--- src/swk_pkg.sv ---
package swk_pkg;
   localparam int SWK_AW = 12;
   localparam int SWK_NPINS = 12;
   localparam logic [SWK_AW-1:0] SWK_OFS_PMT = 12'h014;
   localparam logic [SWK_AW-1:0] SWK_OFS_CFG0 = 12'h018;
   localparam logic [SWK_AW-1:0] SWK_OFS_CFG1 = 12'h01C;
   localparam logic [SWK_AW-1:0] SWK_OFS_PWAKE = 12'h020;
   localparam logic [SWK_AW-1:0] SWK_OFS_WUC1 = 12'h024;
   localparam logic [SWK_AW-1:0] SWK_OFS_RFC = 12'h028;
   localparam logic [SWK_AW-1:0] SWK_OFS_WSRC = 12'h02C;
   // Power management control fields
   localparam int PMT_WS0 = 0;
   localparam int PMT_WS1 = 1;
   localparam int PMT_LAN_EN = 2;
   localparam int PMT_PHY_EN = 3;
   localparam int PMT_SLP_LSB = 4;
   localparam int PMT_SUSP = 8;
   // Pin config: cfg0 holds pins 7..0, cfg1 pins 11..8
   localparam int CFG0_NPINS = 8;
   localparam int CFG1_NPINS = 4;
   localparam int PWAKE_POL_LSB = 16;
   // Wake control/status 1 fields
   localparam int WUC_EXACT = 0;
   localparam int WUC_BCAST = 1;
   localparam int WUC_FPASS = 2;
   localparam int WUC_STORE = 3;
   // Receive filter control fields
   localparam int RFC_PASS = 4;
   // Wake source fields
   localparam int WSRC_LAN = 16;
   localparam int WSRC_LINK = 17;
   localparam int WSRC_GOOD = 18;
   localparam logic [31:0] SWK_ZERO = 32'h0000_0000;

   typedef enum logic [1:0] {
      SLP_A = 2'b00,
      SLP_B = 2'b01,
      SLP_C = 2'b10,
      SLP_D = 2'b11
   } swk_sleep_t;

   typedef enum logic {
      PS_NORMAL = 1'b0,
      PS_SUSP = 1'b1
   } swk_state_t;

   typedef struct packed {
      logic done;
      logic crc_ok;
      logic filt_pass;
      logic da_exact;
      logic bcast;
   } swk_rxfrm_t;
endpackage

--- src/swk_wake.sv ---
// Implementation choices: register access over APB and the placing of the registers.
`timescale 1ns/10ps
module swk_wake
   import swk_pkg::*;
(
   input wire logic pclk,
   input wire logic presetn,
   input wire logic psel,
   input wire logic penable,
   input wire logic pwrite,
   input wire logic [SWK_AW-1:0] paddr,
   input wire logic [31:0] pwdata,
   output logic [31:0] prdata,
   output logic pready,
   output logic pslverr,
   input wire logic usb_suspend,
   input wire logic [SWK_NPINS-1:0] pin_in,
   input wire logic mac_wake_evt,
   input wire logic phy_irq,
   input wire swk_rxfrm_t rx_frame,
   output logic remote_wakeup,
   output logic suspended,
   output swk_sleep_t sleep_state,
   output logic rx_store,
   output logic rx_wake_flag
);
   // ----------------------------------------
   // Bus access
   // ----------------------------------------
   logic pready_reg, pslverr_reg, acc, wr, setup, mapped;
   logic [31:0] prdata_reg, rd_next;

   assign setup = psel && !penable && !pready_reg;
   assign acc = psel && penable && pready_reg;
   assign wr = acc && pwrite;

   // ----------------------------------------
   // Register state
   // ----------------------------------------
   logic [1:0] wstat_reg;
   logic lan_en_reg, phy_en_reg, exact_en_reg, broadcast_wake_enable_reg, fpass_en_reg, store_wake_reg, always_pass_wake_frame_reg;
   swk_sleep_t slp_sel_reg, slp_cur_reg;
   logic [SWK_NPINS-1:0] pin_fen_reg, pin_wen_reg, pin_pol_reg, src_pin_reg;
   logic src_lan_reg, src_link_reg, src_good_reg;
   swk_state_t state_reg;
   logic usb_susp_q_reg, remote_wakeup_reg, rx_store_reg, rx_wake_flag_reg;

   // ----------------------------------------
   // Wake detection
   // ----------------------------------------
   logic [SWK_NPINS-1:0] pin_hit;
   logic lan_evt, lan_ok, w_pin, w_lan, w_phy, w_good, good_frm, wake_now, frm_trig, in_susp;

   genvar gi;
   generate
      for (gi = 0; gi < SWK_NPINS; gi++)
      begin : g_pin
         assign pin_hit[gi] = pin_fen_reg[gi] && pin_wen_reg[gi]
                              && (pin_in[gi] == pin_pol_reg[gi]);
      end
   endgenerate

   assign in_susp = (state_reg == PS_SUSP);
   assign lan_evt = mac_wake_evt || (rx_frame.done && rx_frame.crc_ok
                    && ((exact_en_reg && rx_frame.da_exact)
                    || (broadcast_wake_enable_reg && rx_frame.bcast)));
   assign good_frm = rx_frame.done && rx_frame.crc_ok && rx_frame.filt_pass;
   assign w_pin = |pin_hit;
   assign lan_ok = lan_en_reg && (slp_cur_reg == SLP_A || slp_cur_reg == SLP_D);
   assign w_lan = wstat_reg[1] && lan_ok;
   assign w_phy = wstat_reg[0] && phy_en_reg
                  && (slp_cur_reg == SLP_A || slp_cur_reg == SLP_B);
   assign w_good = good_frm && fpass_en_reg && !lan_en_reg
                   && (slp_cur_reg == SLP_D);
   assign wake_now = in_susp && (w_pin || w_lan || w_phy || w_good);
   // LAN trigger frame ends a cycle before its wake
   assign frm_trig = in_susp && rx_frame.done
                     && (w_good || (lan_ok && lan_evt));

   // ----------------------------------------
   // Power management control
   // ----------------------------------------
   always_ff @(posedge pclk or negedge presetn)
   begin
      if (!presetn)
      begin
         lan_en_reg <= 1'b0;
         phy_en_reg <= 1'b0;
         slp_sel_reg <= SLP_A;
      end
      else if (wr && paddr == SWK_OFS_PMT)
      begin
         lan_en_reg <= pwdata[PMT_LAN_EN];
         phy_en_reg <= pwdata[PMT_PHY_EN];
         slp_sel_reg <= swk_sleep_t'(pwdata[PMT_SLP_LSB +: 2]);
      end
   end

   // Status bits: set wins over write-one-clear
   always_ff @(posedge pclk or negedge presetn)
   begin
      if (!presetn)
         wstat_reg <= 2'b00;
      else
      begin
         wstat_reg[1] <= lan_evt || (wstat_reg[1]
                         && !(wr && paddr == SWK_OFS_PMT && pwdata[PMT_WS1]));
         wstat_reg[0] <= phy_irq || (wstat_reg[0]
                         && !(wr && paddr == SWK_OFS_PMT && pwdata[PMT_WS0]));
      end
   end

   // ----------------------------------------
   // Pin and filter configuration
   // ----------------------------------------
   always_ff @(posedge pclk or negedge presetn)
   begin
      if (!presetn)
      begin
         pin_fen_reg <= '0;
         pin_wen_reg <= '0;
         pin_pol_reg <= '0;
         exact_en_reg <= 1'b0;
         broadcast_wake_enable_reg <= 1'b0;
         fpass_en_reg <= 1'b0;
         store_wake_reg <= 1'b0;
         always_pass_wake_frame_reg <= 1'b0;
      end
      else if (wr)
      begin
         unique case (paddr)
            SWK_OFS_CFG0: pin_fen_reg[CFG0_NPINS-1:0] <= pwdata[CFG0_NPINS-1:0];
            SWK_OFS_CFG1: pin_fen_reg[SWK_NPINS-1:CFG0_NPINS] <= pwdata[CFG1_NPINS-1:0];
            SWK_OFS_PWAKE:
            begin
               pin_wen_reg <= pwdata[SWK_NPINS-1:0];
               pin_pol_reg <= pwdata[PWAKE_POL_LSB +: SWK_NPINS];
            end
            SWK_OFS_WUC1:
            begin
               exact_en_reg <= pwdata[WUC_EXACT];
               broadcast_wake_enable_reg <= pwdata[WUC_BCAST];
               fpass_en_reg <= pwdata[WUC_FPASS];
               store_wake_reg <= pwdata[WUC_STORE];
            end
            SWK_OFS_RFC: always_pass_wake_frame_reg <= pwdata[RFC_PASS];
            default: ;
         endcase
      end
   end

   // ----------------------------------------
   // Suspend state machine
   // ----------------------------------------
   always_ff @(posedge pclk or negedge presetn)
   begin
      if (!presetn)
      begin
         state_reg <= PS_NORMAL;
         slp_cur_reg <= SLP_A;
         usb_susp_q_reg <= 1'b0;
         remote_wakeup_reg <= 1'b0;
      end
      else
      begin
         usb_susp_q_reg <= usb_suspend;
         remote_wakeup_reg <= wake_now;
         unique case (state_reg)
            PS_NORMAL:
               if (usb_suspend && !usb_susp_q_reg)
               begin
                  state_reg <= PS_SUSP;
                  slp_cur_reg <= slp_sel_reg;
               end
            PS_SUSP:
               if (wake_now || !usb_suspend)
                  state_reg <= PS_NORMAL;
         endcase
      end
   end

   // ----------------------------------------
   // Wake source flags
   // ----------------------------------------
   always_ff @(posedge pclk or negedge presetn)
   begin
      if (!presetn)
      begin
         src_pin_reg <= '0;
         src_lan_reg <= 1'b0;
         src_link_reg <= 1'b0;
         src_good_reg <= 1'b0;
      end
      else
      begin
         src_pin_reg <= (pin_hit & {SWK_NPINS{wake_now}}) | (src_pin_reg
                        & ~({SWK_NPINS{wr && paddr == SWK_OFS_WSRC}}
                        & pwdata[SWK_NPINS-1:0]));
         src_lan_reg <= (wake_now && w_lan) || (src_lan_reg
                        && !(wr && paddr == SWK_OFS_WSRC && pwdata[WSRC_LAN]));
         src_link_reg <= (wake_now && w_phy) || (src_link_reg
                         && !(wr && paddr == SWK_OFS_WSRC && pwdata[WSRC_LINK]));
         src_good_reg <= (wake_now && w_good) || (src_good_reg
                         && !(wr && paddr == SWK_OFS_WSRC && pwdata[WSRC_GOOD]));
      end
   end

   // ----------------------------------------
   // Receive store control
   // ----------------------------------------
   always_ff @(posedge pclk or negedge presetn)
   begin
      if (!presetn)
      begin
         rx_store_reg <= 1'b0;
         rx_wake_flag_reg <= 1'b0;
      end
      else if (in_susp)
      begin
         rx_store_reg <= frm_trig && store_wake_reg && rx_frame.crc_ok
                         && (rx_frame.filt_pass || always_pass_wake_frame_reg);
         rx_wake_flag_reg <= frm_trig && store_wake_reg && rx_frame.crc_ok
                             && (rx_frame.filt_pass || always_pass_wake_frame_reg);
      end
      else
      begin
         rx_store_reg <= good_frm;
         rx_wake_flag_reg <= 1'b0;
      end
   end

   // ----------------------------------------
   // Read data and answer
   // ----------------------------------------
   always_comb
   begin
      rd_next = SWK_ZERO;
      mapped = 1'b1;
      unique case (paddr)
         SWK_OFS_PMT:
         begin
            rd_next[PMT_WS1:PMT_WS0] = wstat_reg;
            rd_next[PMT_LAN_EN] = lan_en_reg;
            rd_next[PMT_PHY_EN] = phy_en_reg;
            rd_next[PMT_SLP_LSB +: 2] = slp_sel_reg;
            rd_next[PMT_SUSP] = in_susp;
         end
         SWK_OFS_CFG0: rd_next[CFG0_NPINS-1:0] = pin_fen_reg[CFG0_NPINS-1:0];
         SWK_OFS_CFG1: rd_next[CFG1_NPINS-1:0] = pin_fen_reg[SWK_NPINS-1:CFG0_NPINS];
         SWK_OFS_PWAKE:
         begin
            rd_next[SWK_NPINS-1:0] = pin_wen_reg;
            rd_next[PWAKE_POL_LSB +: SWK_NPINS] = pin_pol_reg;
         end
         SWK_OFS_WUC1:
         begin
            rd_next[WUC_EXACT] = exact_en_reg;
            rd_next[WUC_BCAST] = broadcast_wake_enable_reg;
            rd_next[WUC_FPASS] = fpass_en_reg;
            rd_next[WUC_STORE] = store_wake_reg;
         end
         SWK_OFS_RFC: rd_next[RFC_PASS] = always_pass_wake_frame_reg;
         SWK_OFS_WSRC:
         begin
            rd_next[SWK_NPINS-1:0] = src_pin_reg;
            rd_next[WSRC_LAN] = src_lan_reg;
            rd_next[WSRC_LINK] = src_link_reg;
            rd_next[WSRC_GOOD] = src_good_reg;
         end
         default: mapped = 1'b0;
      endcase
   end

   always_ff @(posedge pclk or negedge presetn)
   begin
      if (!presetn)
      begin
         pready_reg <= 1'b0;
         prdata_reg <= SWK_ZERO;
         pslverr_reg <= 1'b0;
      end
      else
      begin
         pready_reg <= setup;
         prdata_reg <= setup ? rd_next : SWK_ZERO;
         pslverr_reg <= setup && !mapped;
      end
   end

   assign pready = pready_reg;
   assign prdata = prdata_reg;
   assign pslverr = pslverr_reg;
   assign remote_wakeup = remote_wakeup_reg;
   assign suspended = (state_reg == PS_SUSP);
   assign sleep_state = slp_cur_reg;
   assign rx_store = rx_store_reg;
   assign rx_wake_flag = rx_wake_flag_reg;
endmodule

--- config.mk ---
export PLATFORM = sky130hd
export DESIGN_NAME = swk_wake
export DESIGN_NICKNAME = d
export VERILOG_FILES = /design/src/swk_pkg.sv /design/src/swk_wake.sv
export SDC_FILE = /design/constraint.sdc
export NUM_CORES = 1
export LEC_CHECK = 0
export BUFFER_PORTS_ARGS = -buffer_cell sky130_fd_sc_hd__buf_2
export CAP_MARGIN = 20
export CORE_MARGIN = 5
export CORE_UTILIZATION = 35
export CTS_BUF_LIST = sky130_fd_sc_hd__clkbuf_4 sky130_fd_sc_hd__clkbuf_8
export DETAILED_ROUTE_END_ITERATION = 10
export PLACE_DENSITY_LB_ADDON = 0.05
export SLEW_MARGIN = 15
export SYNTH_ARGS = -nofsm -noshare
export SYNTH_HDL_FRONTEND = slang
export SYNTH_SLANG_ARGS = --single-unit
export TNS_END_PERCENT = 20
--- constraint.sdc ---
create_clock -name pclk -period 2.24 [get_ports pclk]
set_input_delay 0.672 -clock pclk [delete_from_list [all_inputs] [get_ports pclk]]
set_output_delay 0.672 -clock pclk [all_outputs]
set_load 0.01 [all_outputs]
Yosys cells after proc, flatten, opt, wreduce, memory -nomap -nowiden
Index checks and enable logic that the tools add are counted.
W data, S select, Z words.
{"block": "word_totals", "in_bits": 69, "out_inout_bits": 40, "wordCells": 168, "latch_bits": 0, "romBits": 0, "regBits": 99, "n_memories": 0, "mem_bits_rw": 0}
{"block": "classes", "shifts": 0, "mul": 0, "div_mod_pow": 0, "eq_ne": 21, "muxes": 15, "n_reduce_logical": 100, "n_bitwise": 6, "add_sub_neg": 0, "n_lt_le_gt_ge": 0}
{"operator": "$logic_and A1 B1 Y1", "n": 65}
{"operator": "$eq A12 B6 Y1 const B", "n": 4}
{"operator": "$and A12 B12 Y12", "n": 3}
{"operator": "$eq A12 B5 Y1 const B", "n": 3}
{"operator": "$mux W28", "n": 1}
{"operator": "$pmux W4 S6", "n": 1}
{"operator": "$logic_or A1 B1 Y1", "n": 15}
{"operator": "$eq A1 B1 Y1", "n": 12}
{"operator": "$not A12 Y12", "n": 1}
{"operator": "$or A12 B12 Y12", "n": 1}
{"operator": "$pmux W3 S2", "n": 2}
{"operator": "$reduce_and A2 Y1", "n": 6}
{"operator": "$reduce_or A12 Y1", "n": 1}
{"operator": "$logic_not A1 Y1", "n": 11}
{"operator": "$mux W9", "n": 1}
{"operator": "$reduce_or A7 Y1", "n": 1}
{"operator": "$pmux W2 S3", "n": 1}
{"operator": "$mux W1", "n": 5}
{"operator": "$pmux W1 S5", "n": 1}
{"operator": "$pmux W1 S4", "n": 1}
{"operator": "$pmux W1 S3", "n": 1}
{"operator": "$eq A2 B1 Y1 const B", "n": 1}
{"operator": "$eq A2 B2 Y1 const B", "n": 1}
{"operator": "$logic_not A2 Y1", "n": 1}
{"operator": "other kinds (2)", "n": 2}

Depth between registers and ports, before layout
Gate-level depths: netlist (run 1).
{"block": "logic_depth", "depth_word": 11, "depth_mapped": 7, "ltp_nobuf": 6}

Worst setup path after synthesis (run 1)
No wires, ideal clock.
{"block": "synth_timing", "path_kind": "input-to-reg", "from": "in paddr[9]", "to": "reg pin_pol_reg[10]", "cell_stages": 6, "required_ns": 2.115, "slack_ns": -0.439, "setup_ns": 0.125, "path_buffers": 2, "arrival_ns": 2.555, "path_cell_list": "or4_1 -> buf_2 -> or2_4 -> nor4_4 -> buf_6 -> mux2_2"}
{"block": "synth_via", "elab_chain_cells": 2}
{"item": "start: declaration", "line_no": "swk_wake.sv:11", "text": "input wire logic [SWK_AW-1:0] paddr,"}
{"item": "$eq A12 B6 Y1", "line_no": "swk_wake.sv:131", "text": "unique case (paddr)"}
{"item": "$reduce_and A2 Y1 (no line)"}
{"item": "end signal: assignment", "line_no": "swk_wake.sv:137", "text": "pin_pol_reg <= pwdata[PWAKE_POL_LSB +: SWK_NPINS];"}
{"item": "end: declaration", "line_no": "swk_wake.sv:43", "text": "logic [SWK_NPINS-1:0] pin_fen_reg, pin_wen_reg, pin_pol_reg, src_pin_reg;"}
No other way between the ends.
A chain may end at the register's enable or synchronous reset.

Worst setup path in the final report (run 1)
{"block": "layout_timing", "from": "in paddr[5]", "to": "reg store_wake_reg"}
{"block": "layout_via", "elab_chain_cells": 2}
{"item": "$eq A12 B6 Y1", "line_no": "swk_wake.sv:131"}
{"item": "$reduce_and A2 Y1 (no line)"}
{"item": "end signal: assignment", "line_no": "swk_wake.sv:144", "text": "store_wake_reg <= pwdata[WUC_STORE];"}
{"item": "end: declaration", "line_no": "swk_wake.sv:41", "text": "logic lan_en_reg, phy_en_reg, exact_en_reg, broadcast_wake_enable_reg, fpass_en_reg, store_wake_reg, always_pa ..."}
No other way between the ends.

==> results of run 1 <==
Yosys cell counts, types with 9 or more instances:
cell,instances
a21oi_1,12
a22o_1,10
a22oi_1,9
and3_1,15
clkbuf_1,12
dfrtp_1,95
inv_1,9
mux2_2,45
nand2_1,15
nand3_1,21
nor2_1,17
xnor2_1,11
critical path: stages:
cell and delay, ns:
buf_2 0.09, buf_4 0.15, or4b_1 0.53, buf_4 0.22, nor4_2 0.25, buf_4 0.19
mux2_2 0.33
power groups by stage:
stage	Sequential, mW	Combinational [mW]	Clock (mW)
floorplan	1.76	0.0987	0
global placement	1.76	0.264	0
detailed placement	1.76	0.266	0
CTS	1.73	0.267	1.31
global route	1.73	0.292	1.38
finish	1.73	0.264	1.27
layer usage:
metal | GRT usage | part of all wire | vias up
met4 | 0.0678 | 0.020 | 0
met2 | 0.282 | 0.45 | 116
li1 | - | - | 1680
met1 | 0.265 | 0.46 | 1786
met3 | 0.0318 | 0.071 | 14
met5 | 0 | 0 | -
worst min path at each step:
stage	depth (start not counted)	start	endpoint
5_1_grt	1	presetn	pin_fen_reg[1]
6_report	1	presetn	pin_fen_reg[1]
2_1_floorplan	0	presetn	always_pass_wake_frame_reg
3_3_place_gp	1	src_pin_reg[11]	src_pin_reg[11]
4_1_cts	1	presetn	pin_fen_reg[1]
3_5_place_dp	1	src_pin_reg[11]	src_pin_reg[11]
kinds of logic (layout without fill, tap and decap cells):
kind of cell | Yosys count | after routing | synth area share
xor gates and xnor gates | 12 | 12 | 0.0231
DFF | 95 | 95 | 0.523
and+or+nand+nor | 117 | 117 | 0.160
adders and majority gates | 3 | 3 | 0.00826
AOI/OAI and AO/OA | 72 | 72 | 0.118
buffers and inverters | 38 | 166 | 0.0440
other | 1 | 8 | 0.000825
muxes | 50 | 50 | 0.122
layout make-up:
type / count / area [um2] / share of cell area
Multi-Input combinational cell: 262 / 2010 / 0.350
Clock inverter: 7 / 96.3 / 0.0168
Sequential cell: 95 / 2380 / 0.415
Timing Repair Buffer: 140 / 873 / 0.152
Tap cell: 172 / 215 / 0.0375
Inverter: 10 / 37.5 / 0.00655
Clock buffer: 9 / 124 / 0.0216
timing repair:
| item | CTS | global route |
|---|---|---|
| resized for setup | 0 | 2 |
| setup endpoints to repair | 0 | 6 |
| hold endpoints to repair | 0 | 0 |
==> impl_metrics.env, run 1 <==
export IMPL_worstMarginPinSlew_ns=0.658
export IMPL_postCtsSetupBuffers=0
export IMPL_setup_viol=0
export IMPL_num_vias=3596
export IMPL_yosys_area_top_type_share=0.523
export IMPL_status="complete, no violations"
export IMPL_fin_crit_ns=2.17
export IMPL_p_leak_nw=2.78
export IMPL_area_delta_synth_final_pct=26.1
export IMPL_core_area_um2=12700
export IMPL_cts_tree="done"
export IMPL_ir_worst_vdd_v=0.000245
export IMPL_skew_ns=0.00721
export IMPL_clockRootBuffer="clkbuf_8"
export IMPL_place_hpwl_um=10300
export IMPL_fmax_mhz=460
export IMPL_instances_no_fill=695
export IMPL_setup_worst_path_start="paddr[5]"
export IMPL_gp_congestion=0.829
export IMPL_powerDensity_nw_per_um2=569
export IMPL_grt_ovfl_total=0
export IMPL_routed_wirelength_um=13600
export IMPL_post_synth_cell_area_avg_um2=11.7
export IMPL_dr_pass1_iters=4
export IMPL_finalCritPeriodShare=0.970
export IMPL_rr_endpoint="suspended"
export IMPL_dp_cells=679
export IMPL_cts_sinks=95
export IMPL_start_util=0.359
export IMPL_num_rows=41
export IMPL_p_sw_frac=0.250
export IMPL_nNetsFinal=590
export IMPL_finalMaxSlewViolations=0
export IMPL_synth_distinct_cells=59
export IMPL_setup_ws_ns=0.0682
export IMPL_crit_required_ns=2.51
export IMPL_drc=0
export IMPL_yosysTopAreaCell="dfrtp_1"
export IMPL_reg2reg_depth=6
export IMPL_die_area_um2=15400
export IMPL_power_switching_uw=815
export IMPL_endpoint="store_wake_reg"
export IMPL_setup_worst_path_start_class="input pin"
export IMPL_die_h_um=124
export IMPL_track_usage=0.185
export IMPL_cp_max_fo=10
export IMPL_design_power_total_mw=3.26
export IMPL_wl_per_cell_um=19.6
export IMPL_placement_io_buffers=92
export IMPL_cts_buffers=9
export IMPL_synth_area_um2=4550
export IMPL_drive_above_1_share=0.417
export IMPL_ant_nets=0
export IMPL_grt_pass1_wl_um=20800
export IMPL_worstPathArrival_ns=2.44
export IMPL_p_seq_frac=0.529
export IMPL_final_cell_mix="dfrtp_1, buf_2, mux2_2, buf_4, nand3_1"
export IMPL_setup_tns_ns=0
export IMPL_seq_area_frac_synth=0.523
export IMPL_hold_violations=0
export IMPL_syn_inst=388
export IMPL_p_int_mw=2.45
export IMPL_reg2reg_slack_ns=0.51
export IMPL_htree_levels=3
export IMPL_slew_headroom=0.555
export IMPL_largest_reg_flops=24
export IMPL_postLayoutCoreUtil=0.452
export IMPL_synth_main_ff_cell="dfrtp_1"
export IMPL_synthTopCellsByArea="dfrtp_1, mux2_2, nand3_1, xnor2_1, and3_1"
export IMPL_grt_pass1_vias=3666
export IMPL_place_ws_ns=-0.365
export IMPL_viasPerCell=5.17
export IMPL_clk_latency_ns=0.38
export IMPL_p_comb_frac=0.081
export IMPL_clockBufferDepth=2
export IMPL_final_common_cell="dfrtp_1"
export IMPL_cts_hold_buffers_added=0
export IMPL_drtIter0Drc=245
export IMPL_hold_class="input pin to asynchronous set/reset pin"
export IMPL_clkPwrFrac=0.390
export IMPL_die_w_um=124
export IMPL_reg2reg_from="sleep_state[0]"
export IMPL_hold_worst_slack_ns=0.243
export IMPL_antenna_found_initial=0
export IMPL_yosys_warnings=0
export IMPL_clkSlewWorstSetupHoldPaths_ns=0.10
export IMPL_design_area_um2=5730
export IMPL_diodes=0
export IMPL_fillerInstances=1255
export IMPL_max_cap_viol_count=0
export IMPL_io_pins=109
export IMPL_cp_end_kind="register"
export IMPL_ys_ff_latch=95
export IMPL_dpl_cell_area_um2=5500
export IMPL_synth_edff_count=0
export IMPL_path_class="input pin to register"
export IMPL_postSynth_asyncResetShare=1.00
export IMPL_grt_max_degree=40
Note: power is estimated with default switching activity, not from simulation.
==> run 2: changes to the inputs <==
CORE_UTILIZATION = 55   (was 35)
SKIP_LAST_GASP = 1   (was unset)
SLEW_MARGIN = unset   (was 15)
==> run 2 against run 1 <==
  * The flow now finishes with violations (negative setup slack)
  * Count of clock-buffer cells in the layout is 2 higher
  * Register-to-register slack hardly changed
  * Combinational power is 4% lower
  * Worst setup slack lost 0.12 ns
  * Global-route usage increased by 6.1 points
  * Clock skew up 0.0032 ns
  * Non-clock buffer count did not move
  * Critical path depth is 1 lower
  * Sequential cell count did not move
  * Final cell count shrank 9.6%
  * Largest cell class unchanged
==> impl_metrics.env, run 2 (synthesis results as in run 1) <==
export IMPL_htree_levels=3
export IMPL_multi_input_area_um2=2020
export IMPL_num_vias=3596
export IMPL_cts_sinks=95
export IMPL_antenna_found_initial=0
export IMPL_cpPeakStageDelay_ns=0.54
export IMPL_cts_tree="done"
export IMPL_worstMarginPinSlew_ns=0.512
export IMPL_fillerInstances=624
export IMPL_viasPerCell=5.73
export IMPL_path_class="input pin to register"
export IMPL_die_w_um=101
export IMPL_cp_depth=6
export IMPL_cp_end_kind="register"
export IMPL_rr_endpoint="suspended"
export IMPL_setup_ws_ns=-0.0479
export IMPL_place_hpwl_um=9020
export IMPL_io_pins=109
export IMPL_die_area_um2=10200
export IMPL_core_area_um2=8130
export IMPL_drive_above_1_share=0.419
export IMPL_largest_reg_flops=24
export IMPL_rsz0062_at_grt="yes"
export IMPL_p_leak_nw=2.77
export IMPL_worstPathCellList="buf_2 -> or4_4 -> or2_4 -> nor4_4 -> buf_6 -> mux2_2"
export IMPL_violations="negative setup slack"
export IMPL_grt_pass1_vias=3723
export IMPL_finalMaxSlewViolations=0
export IMPL_start_util=0.559
export IMPL_grt_pass1_wl_um=19100
export IMPL_clk_latency_ns=0.35
export IMPL_reg2reg_depth=6
export IMPL_ant_nets=0
export IMPL_powerDensity_nw_per_um2=564
export IMPL_fin_crit_ns=2.29
export IMPL_setup_worst_path_start_class="input pin"
export IMPL_track_usage=0.246
export IMPL_gp_congestion=0.933
export IMPL_max_cap_viol_count=0
export IMPL_die_h_um=101
export IMPL_clockBufferDepth=2
export IMPL_clockRootBuffer="clkbuf_8"
export IMPL_crit_family="simple AND/OR/NAND/NOR gates"
export IMPL_grt_max_degree=96
export IMPL_nNetsFinal=590
export IMPL_area_delta_synth_final_pct=23.7
export IMPL_num_rows=33
export IMPL_cp_max_fo=12
export IMPL_diodes=0
export IMPL_status="finished, violations left"
export IMPL_dr_pass1_iters=4
export IMPL_skew_ns=0.0104
export IMPL_drc=0
export IMPL_postLayoutCoreUtil=0.691
export IMPL_grt_ovfl_total=0
export IMPL_reg2reg_from="sleep_state[0]"
export IMPL_reg2reg_slack_ns=0.50
export IMPL_instances_no_fill=628
export IMPL_hold_class="input pin to asynchronous set/reset pin"
export IMPL_finalCritPeriodShare=1.02
export IMPL_fmax_mhz=437
export IMPL_crit_required_ns=2.48
export IMPL_seqCellArea_um2=2380
export IMPL_cpMaxStageDelayCell="or4_4"
export IMPL_dp_cells=610
export IMPL_ir_worst_vdd_v=0.000348
export IMPL_worstPathArrival_ns=2.53
export IMPL_setup_viol=14
export IMPL_final_cell_mix="dfrtp_1, buf_2, mux2_2"
export IMPL_final_common_cell="dfrtp_1"
export IMPL_slew_headroom=0.659
export IMPL_hold_violations=0
export IMPL_clkSlewWorstSetupHoldPaths_ns=0.10
export IMPL_drtIter0Drc=215
export IMPL_cts_hold_buffers_added=0
export IMPL_crit_buf_inv=2
export IMPL_routed_wirelength_um=12000
export IMPL_placement_io_buffers=92
export IMPL_cts_buffers=9
export IMPL_wl_per_cell_um=19.2
## run 2: final cells by class
class | count | area share
Clock buffer | 11 | 0.0258
Clock inverter | 5 | 0.0116
Inverter | 10 | 0.00668
Multi-Input combinational cell | 262 | 0.358
Sequential cell | 95 | 0.423
Tap cell | 105 | 0.0234
Timing Repair Buffer | 140 | 0.151
## run 2: metal layers
metal | GRT usage | part of all wire | vias to the layer above
met5 | 0 | 0 | -
met4 | 0.0951 | 0.019 | 0
met3 | 0.0394 | 0.066 | 17
met2 | 0.396 | 0.48 | 128
met1 | 0.335 | 0.43 | 1766
li1 | - | - | 1685
## run 2: stage by stage
step | hold WS, ns | total power [mW] | setup slack, ns | setup TNS, ns | cell area [um2]
after CTS | 0.377 | 3.20 | -0.0334 | -0.170 | 5580
final | 0.329 | 3.17 | -0.0479 | -0.380 | 5620
after global placement | 0.463 | 2.01 | -0.387 | -23.00 | 5370
after floorplan | 0.376 | 1.86 | -0.370 | -17.42 | 4580
after global routing | 0.382 | 3.31 | -0.0625 | -0.922 | 5620
after detailed placement | 0.472 | 2.02 | -0.422 | -24.20 | 5370
## run 2: worst max-delay path by stage
stage / from / end / slack (ns)
final: paddr[9] / pin_pol_reg[3] / -0.05
after global routing: paddr[9] / pin_pol_reg[3] / -0.06
after CTS: paddr[9] / pin_pol_reg[3] / -0.03
after detailed placement: paddr[9] / pin_pol_reg[3] / -0.42
after global placement: paddr[9] / pin_pol_reg[7] / -0.39
after floorplan: paddr[9] / pin_pol_reg[10] / -0.37
## run 2: worst register-to-register path, stage by stage (launching register included)
cell and delay (ns):
dfrtp_1 0.40, inv_1 0.08, ha_1 0.32, and3b_1 0.37, a311o_1 0.18, nor2_1 0.05, a31o_2 0.23
## run 2: timing repair
action                                  in CTS  in global routing
resized for setup                            2                  4
pin swaps                                    0                  1
endpoints found under the setup margin      14                 37
setup buffers                                0                  1
gates cloned                                 0                  1
## run 2: where the power goes
group          internal [mW]  switching, mW
clock network          0.572          0.619
registers               1.72        0.00760
logic                 0.0958          0.157
==> run 3: changes to the inputs <==
CAP_MARGIN = unset   (was 20)
CORE_ASPECT_RATIO = 0.9   (was unset)
==> run 3 against run 2 <==
  * Critical path type unchanged
  * Largest power group unchanged
  * Register-to-register slack better by 0.03 ns
  * Power up 4.6%
  * Clock skew down 0.0017 ns
  * Clock power up 13%
  * Die area about the same
  * Combinational power about the same
  * Via count up 1.5%
  * Global-route usage up 0.75 points
  * Non-clock buffer count down 6
  * The flow now finishes without violations
==> impl_metrics.env, run 3 (synthesis results as in run 1) <==
export IMPL_status="complete, no violations"
export IMPL_worstPathArrival_ns=2.47
export IMPL_die_area_um2=10200
export IMPL_grt_max_degree=96
export IMPL_setup_viol=0
export IMPL_diodes=0
export IMPL_start_util=0.563
export IMPL_clockBufferDepth=2
export IMPL_setup_worst_path_start_class="input pin"
export IMPL_htree_levels=3
export IMPL_fin_crit_ns=2.23
export IMPL_cts_buffers=9
export IMPL_rsz0062_at_grt="yes"
export IMPL_area_delta_synth_final_pct=23.2
export IMPL_multi_input_area_um2=2000
export IMPL_fillerInstances=627
export IMPL_ir_worst_vdd_v=0.000438
export IMPL_met1_usage=0.355
export IMPL_core_area_um2=8070
export IMPL_dp_cells=600
export IMPL_die_w_um=106
export IMPL_antenna_found_initial=0
export IMPL_largest_reg_flops=24
export IMPL_grt_pass1_vias=3635
export IMPL_track_usage=0.254
export IMPL_p_leak_nw=2.77
export IMPL_dr_pass1_iters=4
export IMPL_worstPathCellList="buf_2 -> or4_4 -> or2_4 -> nor4_2 -> buf_4 -> mux2_2"
export IMPL_gp_congestion=0.926
export IMPL_seqCellArea_um2=2380
export IMPL_slew_headroom=0.630
export IMPL_fmax_mhz=448
export IMPL_drc=0
export IMPL_drive_above_1_share=0.407
export IMPL_num_rows=31
export IMPL_grt_ovfl_total=0
export IMPL_wl_per_cell_um=20.3
export IMPL_placement_io_buffers=92
export IMPL_grt_busiest_layer="met2"
export IMPL_met2_usage=0.391
export IMPL_hold_worst_slack_ns=0.357
export IMPL_cpPeakStageDelay_ns=0.53
export IMPL_powerDensity_nw_per_um2=592
export IMPL_clockRootBuffer="clkbuf_8"
export IMPL_clkSlewWorstSetupHoldPaths_ns=0.09
export IMPL_num_vias=3651
export IMPL_cp_end_kind="register"
export IMPL_place_hpwl_um=9200
export IMPL_hold_class="input pin to asynchronous set/reset pin"
export IMPL_finalMaxSlewViolations=0
export IMPL_io_pins=109
export IMPL_cpMaxStageDelayCell="or4_4"
export IMPL_reg2reg_depth=5
export IMPL_skew_ns=0.00869
export IMPL_use_met3=0.0563
export IMPL_die_h_um=96.2
export IMPL_final_common_cell="dfrtp_1"
export IMPL_grt_pass1_wl_um=19600
export IMPL_instances_no_fill=615
export IMPL_hold_violations=0
export IMPL_path_class="input pin to register"
export IMPL_drtIter0Drc=291
export IMPL_design_area_um2=5600
export IMPL_dpl_cell_area_um2=5350
export IMPL_routed_wirelength_um=12500
export IMPL_postCtsSetupBuffers=0
export IMPL_viasPerCell=5.94
export IMPL_finalCritPeriodShare=0.997
export IMPL_cts_hold_buffers_added=0
export IMPL_max_cap_viol_count=0
export IMPL_clk_latency_ns=0.35
export IMPL_cts_sinks=95
export IMPL_cts_tree="done"
export IMPL_nNetsFinal=584
export IMPL_cp_max_fo=4
export IMPL_final_cell_mix="dfrtp_1, buf_2, mux2_2"
export IMPL_ant_nets=0
export IMPL_crit_required_ns=2.48
export IMPL_worstMarginPinSlew_ns=0.551
export IMPL_post_cts_resize_count=1
-- run 3: path summary, 6_finish.rpt --
path	start	slack, ns	endpoint
max	paddr[9]	0.007	pin_fen_reg[11]
min	presetn	0.36	broadcast_wake_enable_reg
max reg2reg	pready	0.53	pin_fen_reg[11]
min reg2reg	src_pin_reg[11]	0.50	src_pin_reg[11]
max in group asynchronous	presetn	1.50	prdata[18]
min in group pclk	usb_suspend	0.45	usb_susp_q_reg
-- run 3: critical path: cells and delay by family --
family,cells,cell delay (ns)
multiplexers,1,0.32
AND/OR/NAND/NOR,3,1.18
buffers and inverters,2,0.30
-- run 3: cell type report --
| type | count | share of cell area |
|---|---|---|
| Sequential cell | 95 | 0.425 |
| Multi-Input combinational cell | 262 | 0.358 |
| Timing Repair Buffer | 134 | 0.146 |
| Clock buffer | 10 | 0.0235 |
| Tap cell | 99 | 0.0221 |
| Clock inverter | 5 | 0.0190 |
| Inverter | 10 | 0.00670 |
-- run 3: stage by stage --
step	utilization	total power, mW	setup TNS (ns)	worst slack, ns
3_3_place_gp	0.663	2.01	-21.95	-0.366
4_1_cts	0.693	3.34	0	0.00890
5_1_grt	0.694	3.44	-0.170	-0.0432
3_5_place_dp	0.663	2.01	-23.67	-0.382
2_1_floorplan	-	1.86	-17.42	-0.370
6_report	0.694	3.32	0	0.00672
-- run 3: power breakdown --
part | total (mW) | internal, mW | switching, mW
Sequential | 1.73 | 1.72 | 0.0109
Clock | 1.34 | 0.752 | 0.583
Combinational | 0.250 | 0.0942 | 0.156
-- run 3: metal layers --
metal | vias to the layer above | part of all wire | routed length, um
met5 | - | 0 | 0
met4 | 0 | 0.024 | 305
met3 | 20 | 0.074 | 926
met2 | 160 | 0.46 | 5700
met1 | 1803 | 0.44 | 5540
li1 | 1668 | - | -
